$ cat config.mk
export PLATFORM = sky130hd
export DESIGN_NAME = dsip_top
export DESIGN_NICKNAME = d
export VERILOG_FILES = /design/src/core/dsip_pkg.sv /design/src/core/dsip_top.sv
export SDC_FILE = /design/constraint.sdc
export NUM_CORES = 1
export LEC_CHECK = 0
export ABC_CLOCK_PERIOD_IN_PS = 7600
export CORE_ASPECT_RATIO = 1.25
export CORE_MARGIN = 5
export CORE_UTILIZATION = 30
export CTS_CLUSTER_SIZE = 8
export DETAILED_ROUTE_END_ITERATION = 10
export DONT_BUFFER_PORTS = 1
export SLEW_MARGIN = 20
export SYNTH_ARGS = -nofsm -noshare
export SYNTH_HDL_FRONTEND = slang
export SYNTH_SLANG_ARGS = --single-unit
$ cat constraint.sdc
create_clock -name sys_clk_i -period 7.6 [get_ports sys_clk_i]
set_input_delay 1.52 -clock sys_clk_i [delete_from_list [all_inputs] [get_ports sys_clk_i]]
set_output_delay 1.52 -clock sys_clk_i [all_outputs]
set_load 0.005 [all_outputs]
$ cat src/core/dsip_pkg.sv
// constants shared by the sample input port
package dsip_pkg;
	localparam int SAMPLE_W      = 12;        // sample word width
	localparam int MSB_POS       = 11;        // most significant data bit
	localparam int FIFO_DEPTH    = 8;         // words held between capture and output
	localparam int CLK_PERIOD_PS = 5000;      // 200 MHz system clock
	localparam int SYNC_STAGES   = 3;         // pin synchroniser length
	localparam int PDN_TIME_NS   = 5000;      // power-down time, 5 us
	localparam int PUP_TIME_NS   = 3000000;   // power-up time, 3 ms
	localparam int MAX_RATE_MSPS = 100;       // fastest documented update rate
	// least times round up to whole cycles
	localparam int PDN_CYC = (PDN_TIME_NS * 1000 + CLK_PERIOD_PS - 1) / CLK_PERIOD_PS;
	localparam int PUP_CYC = (PUP_TIME_NS / 1000) * ((1000000 + CLK_PERIOD_PS - 1) / CLK_PERIOD_PS);
	localparam logic MODE_RST  = 1'b0;        // mode level assumed when strap is open
	localparam logic SLEEP_RST = 1'b0;        // sleep level assumed when pin is open
	localparam logic [SAMPLE_W-1:0] WORD_ZERO = 12'h000;
	// power sequencing states
	typedef enum logic [1:0] {
		DSIP_ACTIVE,
		DSIP_POWERING_DOWN,
		DSIP_ASLEEP,
		DSIP_POWERING_UP
	} dsip_pwr_e;
endpackage : dsip_pkg

$ cat src/core/dsip_top.sv
// sample input port: pin capture, coding, fifo and power sequencing
// What this block does
// - Each rising edge of the external sample clock captures the parallel sample word.
// - The word is twelve bits with bit 11 the most significant and bit 0 the least.
// - Words may be straight binary or two's complement, chosen by the mode input.
// - An open or grounded mode input means mode 0, so mode is 0 until a level is seen.
// - One new word is taken per sample clock at up to 50 MSPS (two system cycles high and two low), half the documented 100 MSPS.
// - A high sleep level powers down in 5 us and a low level powers up in 3 ms; open means awake.
// - The true current code is all ones at full scale, so it carries the converted word.
// - The complement current code mirrors it while powered, is zero while powered down, and is full scale when the word is all zeros.
`timescale 1ns/10ps
`default_nettype none

module dsip_fifo #(
	parameter int W     = 12,
	parameter int DEPTH = 8
) (
	// clock and reset
	input  wire logic         sys_clk_i,
	input  wire logic         nrst_i,
	// fill side
	input  wire logic         in_valid_i,
	output logic              in_ready_o,
	input  wire logic [W-1:0] in_data_i,
	// drain side
	output logic              out_valid_o,
	input  wire logic         out_ready_i,
	output logic [W-1:0]      out_data_o
);
	localparam int AW = $clog2(DEPTH);
	logic [W-1:0] mem_reg [DEPTH];
	logic [AW:0]  wr_ptr_reg;
	logic [AW:0]  rd_ptr_reg;
	logic         push;
	logic         pop;

	// full when pointers differ only in the wrap bit
	assign in_ready_o  = !((wr_ptr_reg[AW] != rd_ptr_reg[AW]) && (wr_ptr_reg[AW-1:0] == rd_ptr_reg[AW-1:0]));
	assign out_valid_o = (wr_ptr_reg != rd_ptr_reg);
	assign out_data_o  = mem_reg[rd_ptr_reg[AW-1:0]];
	assign push        = in_valid_i && in_ready_o;
	assign pop         = out_valid_o && out_ready_i;

	// storage
	always_ff @(posedge sys_clk_i) begin
		if (push) begin
			mem_reg[wr_ptr_reg[AW-1:0]] <= in_data_i;
		end
	end

	// pointers
	always_ff @(posedge sys_clk_i) begin
		if (!nrst_i) begin
			wr_ptr_reg <= '0;
			rd_ptr_reg <= '0;
		end else begin
			if (push) begin
				wr_ptr_reg <= wr_ptr_reg + 1'b1;
			end
			if (pop) begin
				rd_ptr_reg <= rd_ptr_reg + 1'b1;
			end
		end
	end
endmodule : dsip_fifo

module dsip_top
	import dsip_pkg::*;
#(
	parameter int   PUP_CYCLES = PUP_CYC,  // power-up wait, shorten in simulation
	parameter int   PDN_CYCLES = PDN_CYC,  // power-down wait
	parameter logic MODE_TWOS  = 1'b1      // mode level that selects two's complement
) (
	// clock and reset
	input  wire logic                sys_clk_i,
	input  wire logic                nrst_i,
	// sample pins
	input  wire logic                smp_clk_i,
	input  wire logic [SAMPLE_W-1:0] smp_data_i,
	// strap and power pins
	input  wire logic                mode_i,
	input  wire logic                sleep_i,
	// converter codes
	output logic [SAMPLE_W-1:0]      true_current_out_o,
	output logic [SAMPLE_W-1:0]      complement_current_out_o,
	// status
	output logic                     powered_o,
	output logic                     overrun_o
);
	localparam int SW = SAMPLE_W + 3;      // data, clock, mode, sleep
	localparam int CW = $clog2(((PUP_CYCLES > PDN_CYCLES) ? PUP_CYCLES : PDN_CYCLES) + 1);  // fits either wait

	logic [SW-1:0]       ff1_reg, ff2_reg, ff3_reg, lvl_reg;
	logic [SW-1:0]       lvl_next;
	logic                clk_d_reg;
	logic                smp_rise;
	logic [SAMPLE_W-1:0] data_lvl;
	logic                mode_lvl, sleep_lvl, clk_lvl;
	logic [SAMPLE_W-1:0] cap_word_reg;
	logic                cap_vld_reg;
	logic                fifo_in_ready, fifo_out_valid, fifo_pop;
	logic [SAMPLE_W-1:0] fifo_out_data;
	dsip_pwr_e           pwr_reg;
	logic [CW-1:0]       cnt_reg;

	// converts a pin word to straight binary
	function automatic logic [SAMPLE_W-1:0] to_binary(input logic [SAMPLE_W-1:0] w, input logic m);
		to_binary          = w;
		to_binary[MSB_POS] = w[MSB_POS] ^ (m == MODE_TWOS);
	endfunction : to_binary

	// three-stage pin synchroniser, first stage read only by the second
	always_ff @(posedge sys_clk_i) begin
		ff1_reg <= {sleep_i, mode_i, smp_clk_i, smp_data_i};
		ff2_reg <= ff1_reg;
		ff3_reg <= ff2_reg;
	end

	// a bit changes once stages two and three agree
	assign lvl_next = (ff2_reg & ~(ff2_reg ^ ff3_reg)) | (lvl_reg & (ff2_reg ^ ff3_reg));
	always_ff @(posedge sys_clk_i) begin
		if (!nrst_i) begin
			lvl_reg   <= {SLEEP_RST, MODE_RST, 1'b0, WORD_ZERO};
			clk_d_reg <= 1'b0;
		end else begin
			lvl_reg   <= lvl_next;
			clk_d_reg <= lvl_reg[SAMPLE_W];
		end
	end

	assign data_lvl  = lvl_reg[SAMPLE_W-1:0];  // bit 11 msb, bit 0 lsb
	assign clk_lvl   = lvl_reg[SAMPLE_W];
	assign mode_lvl  = lvl_reg[SAMPLE_W+1];
	assign sleep_lvl = lvl_reg[SAMPLE_W+2];
	assign smp_rise  = clk_lvl && !clk_d_reg;

	// capture one word per rising sample edge
	always_ff @(posedge sys_clk_i) begin
		if (!nrst_i) begin
			cap_word_reg <= WORD_ZERO;
			cap_vld_reg  <= 1'b0;
		end else begin
			cap_vld_reg <= smp_rise;
			if (smp_rise) begin
				cap_word_reg <= to_binary(data_lvl, mode_lvl);
			end
		end
	end

	// overrun when the fifo is full at capture time
	always_ff @(posedge sys_clk_i) begin
		if (!nrst_i) begin
			overrun_o <= 1'b0;
		end else begin
			overrun_o <= cap_vld_reg && !fifo_in_ready;
		end
	end

	dsip_fifo #(
		.W     (SAMPLE_W),
		.DEPTH (FIFO_DEPTH)
	) u_fifo (
		.sys_clk_i   (sys_clk_i),
		.nrst_i      (nrst_i),
		.in_valid_i  (cap_vld_reg),
		.in_ready_o  (fifo_in_ready),
		.in_data_i   (cap_word_reg),
		.out_valid_o (fifo_out_valid),
		.out_ready_i (powered_o),
		.out_data_o  (fifo_out_data)
	);
	assign fifo_pop = fifo_out_valid && powered_o;

	// power sequencing with fixed waits
	always_ff @(posedge sys_clk_i) begin
		if (!nrst_i) begin
			pwr_reg <= DSIP_ACTIVE;
			cnt_reg <= '0;
		end else begin
			case (pwr_reg)
				DSIP_ACTIVE: begin
					if (sleep_lvl) begin
						pwr_reg <= DSIP_POWERING_DOWN;
						cnt_reg <= CW'(PDN_CYCLES - 1);
					end
				end
				DSIP_POWERING_DOWN: begin
					if (cnt_reg == '0) begin
						pwr_reg <= DSIP_ASLEEP;
					end else begin
						cnt_reg <= cnt_reg - 1'b1;
					end
				end
				DSIP_ASLEEP: begin
					if (!sleep_lvl) begin
						pwr_reg <= DSIP_POWERING_UP;
						cnt_reg <= CW'(PUP_CYCLES - 1);
					end
				end
				DSIP_POWERING_UP: begin
					if (cnt_reg == '0) begin
						pwr_reg <= DSIP_ACTIVE;
					end else begin
						cnt_reg <= cnt_reg - 1'b1;
					end
				end
				default: begin
					pwr_reg <= DSIP_ACTIVE;
				end
			endcase
		end
	end

	// powered flag, low from the start of power-down to the end of power-up
	always_ff @(posedge sys_clk_i) begin
		if (!nrst_i) begin
			powered_o <= 1'b1;
		end else begin
			powered_o <= (pwr_reg == DSIP_ACTIVE) && !sleep_lvl;
		end
	end

	// current codes, both idle while powered down
	always_ff @(posedge sys_clk_i) begin
		if (!nrst_i) begin
			true_current_out_o       <= WORD_ZERO;
			complement_current_out_o <= ~WORD_ZERO;  // zero word mirrored
		end else if (!powered_o) begin
			true_current_out_o       <= WORD_ZERO;
			complement_current_out_o <= WORD_ZERO;
		end else if (fifo_pop) begin
			true_current_out_o       <= fifo_out_data;
			complement_current_out_o <= ~fifo_out_data;
		end else begin
			complement_current_out_o <= ~true_current_out_o;  // mirror restored after wake
		end
	end

	// checks
	property p_capture;
		@(posedge sys_clk_i) disable iff (!nrst_i)
		smp_rise |=> cap_vld_reg && (cap_word_reg == to_binary($past(data_lvl), $past(mode_lvl)));
	endproperty
	a_capture: assert property (p_capture) else $error("sample edge did not capture word");

	property p_bit_order;
		@(posedge sys_clk_i) disable iff (!nrst_i)
		smp_rise |=> cap_word_reg[MSB_POS-1:0] == $past(smp_data_i[MSB_POS-1:0], 4);
	endproperty
	a_bit_order: assert property (p_bit_order) else $error("low data bits reordered");

	property p_straight;
		@(posedge sys_clk_i) disable iff (!nrst_i)
		smp_rise && (mode_lvl != MODE_TWOS) |=> cap_word_reg == $past(data_lvl);
	endproperty
	a_straight: assert property (p_straight) else $error("straight binary word altered");

	property p_mode_default;
		@(posedge sys_clk_i)
		!$past(nrst_i) |-> !mode_lvl;
	endproperty
	a_mode_default: assert property (p_mode_default) else $error("mode not 0 after reset");

	property p_one_per_edge;
		@(posedge sys_clk_i) disable iff (!nrst_i)
		cap_vld_reg |=> !cap_vld_reg;
	endproperty
	a_one_per_edge: assert property (p_one_per_edge) else $error("two captures back to back");

	property p_power_down;
		@(posedge sys_clk_i) disable iff (!nrst_i)
		(pwr_reg == DSIP_ACTIVE) && sleep_lvl |=> (pwr_reg == DSIP_POWERING_DOWN) && !powered_o
			&& (cnt_reg == CW'(PDN_CYCLES - 1));
	endproperty
	a_power_down: assert property (p_power_down) else $error("sleep did not start power-down");

	property p_true_out;
		@(posedge sys_clk_i) disable iff (!nrst_i)
		fifo_pop |=> true_current_out_o == $past(fifo_out_data);
	endproperty
	a_true_out: assert property (p_true_out) else $error("true code missed fifo word");

	property p_mirror;
		@(posedge sys_clk_i) disable iff (!nrst_i)
		$past(powered_o) && powered_o |-> complement_current_out_o == ~true_current_out_o;
	endproperty
	a_mirror: assert property (p_mirror) else $error("complement code does not mirror");

	property p_twos_msb;
		@(posedge sys_clk_i) disable iff (!nrst_i)
		smp_rise && (mode_lvl == MODE_TWOS) |=> cap_word_reg[MSB_POS] != $past(data_lvl[MSB_POS]);
	endproperty
	a_twos_msb: assert property (p_twos_msb) else $error("msb not inverted in twos mode");
endmodule : dsip_top

`default_nettype wire

==> results by group <==
Run status
  – Status: completed

Yosys
  – Netlist cell types: 54
  – Async S/R FF share, synth: 0
  – Ys Warns: 0
  – Average cell area after synthesis: 13.3 um^2
  – Synth Flop Type: dfxtp_1
  – Syn Std Cell Area: 8230 um^2
  – Sequential cell area fraction in the yosys report: 0.674
  – Syn nets: 645
  – Synth Register Bits: 229
  – Post-synth EDFFs: 96
  – Gate Count Post-Synth: 620

Global route
  – Met1 usage in global routing: 0.135
  – Grt peak-use layer: met2
  – Grt total ovfl: 0
  – Grt met2 use: 0.174
  – Tot GR Track Use: 0.106
  – Vias in the first global route: 4898
  – Largest net degree at the start of global routing: 34
  – Initial antenna violation count: 0
  – Met3 usage: 0.0257
  – First-pass GRT wire length: 26.1 mm

CTS
  – Post-CTS Setup Bufs: 0
  – Clock root cell: clkbuf_16
  – Post_cts resized: 0
  – Clk buf depth: 3
  – TritonCTS buffer count: 34
  – # clock sinks: 229
  – CTS Hold Bufs: 0
  – Worst skew pair latency: 0.51 ns
  – H-tree Lvls: 2
  – CTS clk-pin slew, worst paths: 0.05 ns
  – CTS tree: done

Critical path
  – Worst path max stage delay: 0.73 ns
  – Startpoint Class: register
  – Slowest CP cell: dfxtp_1
  – CP required: 8.05 ns
  – Reg2reg setup slack: 4.67 ns
  – Max Fanout on Critical Path: 24
  – Reg2Reg Depth: 6
  – Worst Path Arrival: 3.37 ns
  – CP startpoint: pwr_reg[0]
  – RR Endpoint: cnt_reg[18]
  – Cell Chain, Critical Path: inv_1 > ha_1 > mux2i_1 > o21ai_4 > or4b_2 > a21oi_1
  – Setup crit end kind: register
  – FF-to-FF Start: pwr_reg[0]
  – Worst path bufs/invs: 1
  – CP top delay family: flip-flops
  – Worst setup path class: reg -> reg

Place
  – GPL Wtd Cong: 0.804
  – Port Buf Inserts: 0
  – Hpwl dp: 10.1 mm
  – Placed insts: 948

Routing
  – Final WL: 16.2 mm
  – Vias per cell: 4.81
  – 1st-iter DRT viols: 264
  – Residual DRC count: 0
  – Final antenna-violating net count: 0
  – DR WL/cell: 16.2 um
  – DRT Pass-1 Iters: 4
  – DR vias: 4820

Run
  – MaxCap Viol Count: 0

Floorplanning
  – Core area: 26900 um^2
  – Rows: 67
  – Die X: 158 um
  – Initial core utilization: 0.306
  – Die area: 30900 um^2
  – # IOs: 43
  – Chip height: 195 um

Power
  – Max VDD drop: 0.234 mV
  – Psw: 1.11 mW
  – Net Sw Frac: 0.304
  – PD cells: 380 nW/um^2
  – Gate power share: 0.209
  – Flop pwr share: 0.417
  – Clock Power Share: 0.374
  – Leak Pwr: 3.28 nW
  – Pint: 2.54 mW

Cells and area
  – Nets: 664
  – Fraction of layout cells with a size suffix above 1: 0.142
  – Synth-to-Final Area Change: 16.9%
  – Layout Cells excl Fill: 1002
  – Util after Layout: 0.357
  – ANT cells: 0
  – Largest register FFs: 96

Hold path
  – Hold Crit Depth: 0
  – Worst hold endpoint: ff2_reg[12]
  – Hold Crit Class: reg -> reg
  – Hold Crit Start: ff1_reg[12]

Timing
  – F_max: 342 MHz
  – Unrepaired setup endpoints after global routing: no
  – Final Setup Violations: 0
  – Tmin final: 2.93 ns
  – Post-route clock period utilization: 0.385
  – Worst slew pin tran: 1.04 ns
  – Max-slew headroom: 0.307
  – Final setup skew: 0.0202 ns
  – Setup TNS Final: 0 ns
  – Final Max Tran Viols: 0
  – Final Hold Viols: 0
[cells in the final DEF, fill, tap and decap left out, drive strengths merged, types with 6 or more instances in the layout]
master  Yosys  routed
nor4        6       6
nor3       16      16
nor2       31      31
mux2i      18      18
edfxtp     96      96
o21ai      48      48
a21o       12      12
xnor2       9       9
a21oi      44      44
nand2      73      73
nand4       6       6
buf        12      10
clkbuf     15      51
mux4       24      24
ha          8       8
dfxtp     133     133
inv        10      13
[stage by stage]
step                      instance area [um^2]  hold slack, ns  worst slack (ns)  power [mW]
final                                     9610           0.313              4.67        3.65
after global routing                      9610           0.330              4.51        3.85
after CTS                                 9610           0.325              4.67        3.69
after detailed placement                  8620           0.314              4.54        2.31
after global placement                    8620           0.311              4.55        2.30
after floorplan                           8230           0.310              4.97        2.14
[cell type report]
| class | instances | area, um^2 |
|---|---|---|
| fillers | 2563 | 17300 |
| flip-flops and latches | 229 | 5550 |
| multi-input cells | 353 | 2530 |
| clock buffers | 51 | 925 |
| well taps | 345 | 432 |
| repair buffers | 10 | 75.1 |
| clock inverters | 3 | 58.8 |
| inverters | 11 | 41.3 |
[cells in the mapped netlist, types with 7 or more instances]
| library cell | n | area, um^2 |
|---|---|---|
| a21o_1 | 12 | 90.1 |
| a21oi_1 | 41 | 205 |
| buf_2 | 7 | 35.0 |
| clkbuf_1 | 15 | 56.3 |
| dfxtp_1 | 133 | 2660 |
| edfxtp_1 | 96 | 2880 |
| ha_1 | 8 | 100 |
| inv_1 | 10 | 37.5 |
| mux2i_1 | 18 | 180 |
| mux4_2 | 24 | 541 |
| nand2_1 | 72 | 270 |
| nor2_1 | 31 | 116 |
| nor3_1 | 16 | 80.1 |
| o21ai_0 | 46 | 230 |
| xnor2_1 | 9 | 78.8 |
[worst max path at each step]
stage	slack [ns]	to	cells past startpoint
2_1_floorplan	4.97	u_fifo.mem_reg[4][0]	5
3_3_place_gp	4.55	cnt_reg[11]	5
3_5_place_dp	4.54	cnt_reg[11]	5
6_report	4.67	cnt_reg[18]	6
4_1_cts	4.67	u_fifo.mem_reg[4][9]	4
5_1_grt	4.51	u_fifo.mem_reg[6][3]	4
[cell families after synthesis]
kind of cell | after synthesis | synth area share
flops | 229 | 0.674
simple gates | 161 | 0.0913
compound gates | 127 | 0.0967
mux | 43 | 0.0890
buf+inv | 38 | 0.0218
xor+xnor | 14 | 0.0149
fa+ha+maj | 8 | 0.0122
[power by group through the flow]
stage | clock [mW] | sequential (mW) | combinational (mW)
after floorplan | 0 | 1.49 | 0.647
after global placement | 0 | 1.55 | 0.754
after detailed placement | 0 | 1.55 | 0.764
after CTS | 1.40 | 1.52 | 0.768
after global routing | 1.46 | 1.54 | 0.855
final | 1.36 | 1.52 | 0.765
[metal layers]
| layer | vias to the layer above | part of all wire |
|---|---|---|
| met1 | 2362 | 0.44 |
| met4 | 0 | 0.030 |
| met3 | 38 | 0.047 |
| li1 | 2317 | - |
| met2 | 103 | 0.48 |
| met5 | - | 0 |
(Power assumes the default switching activity.)
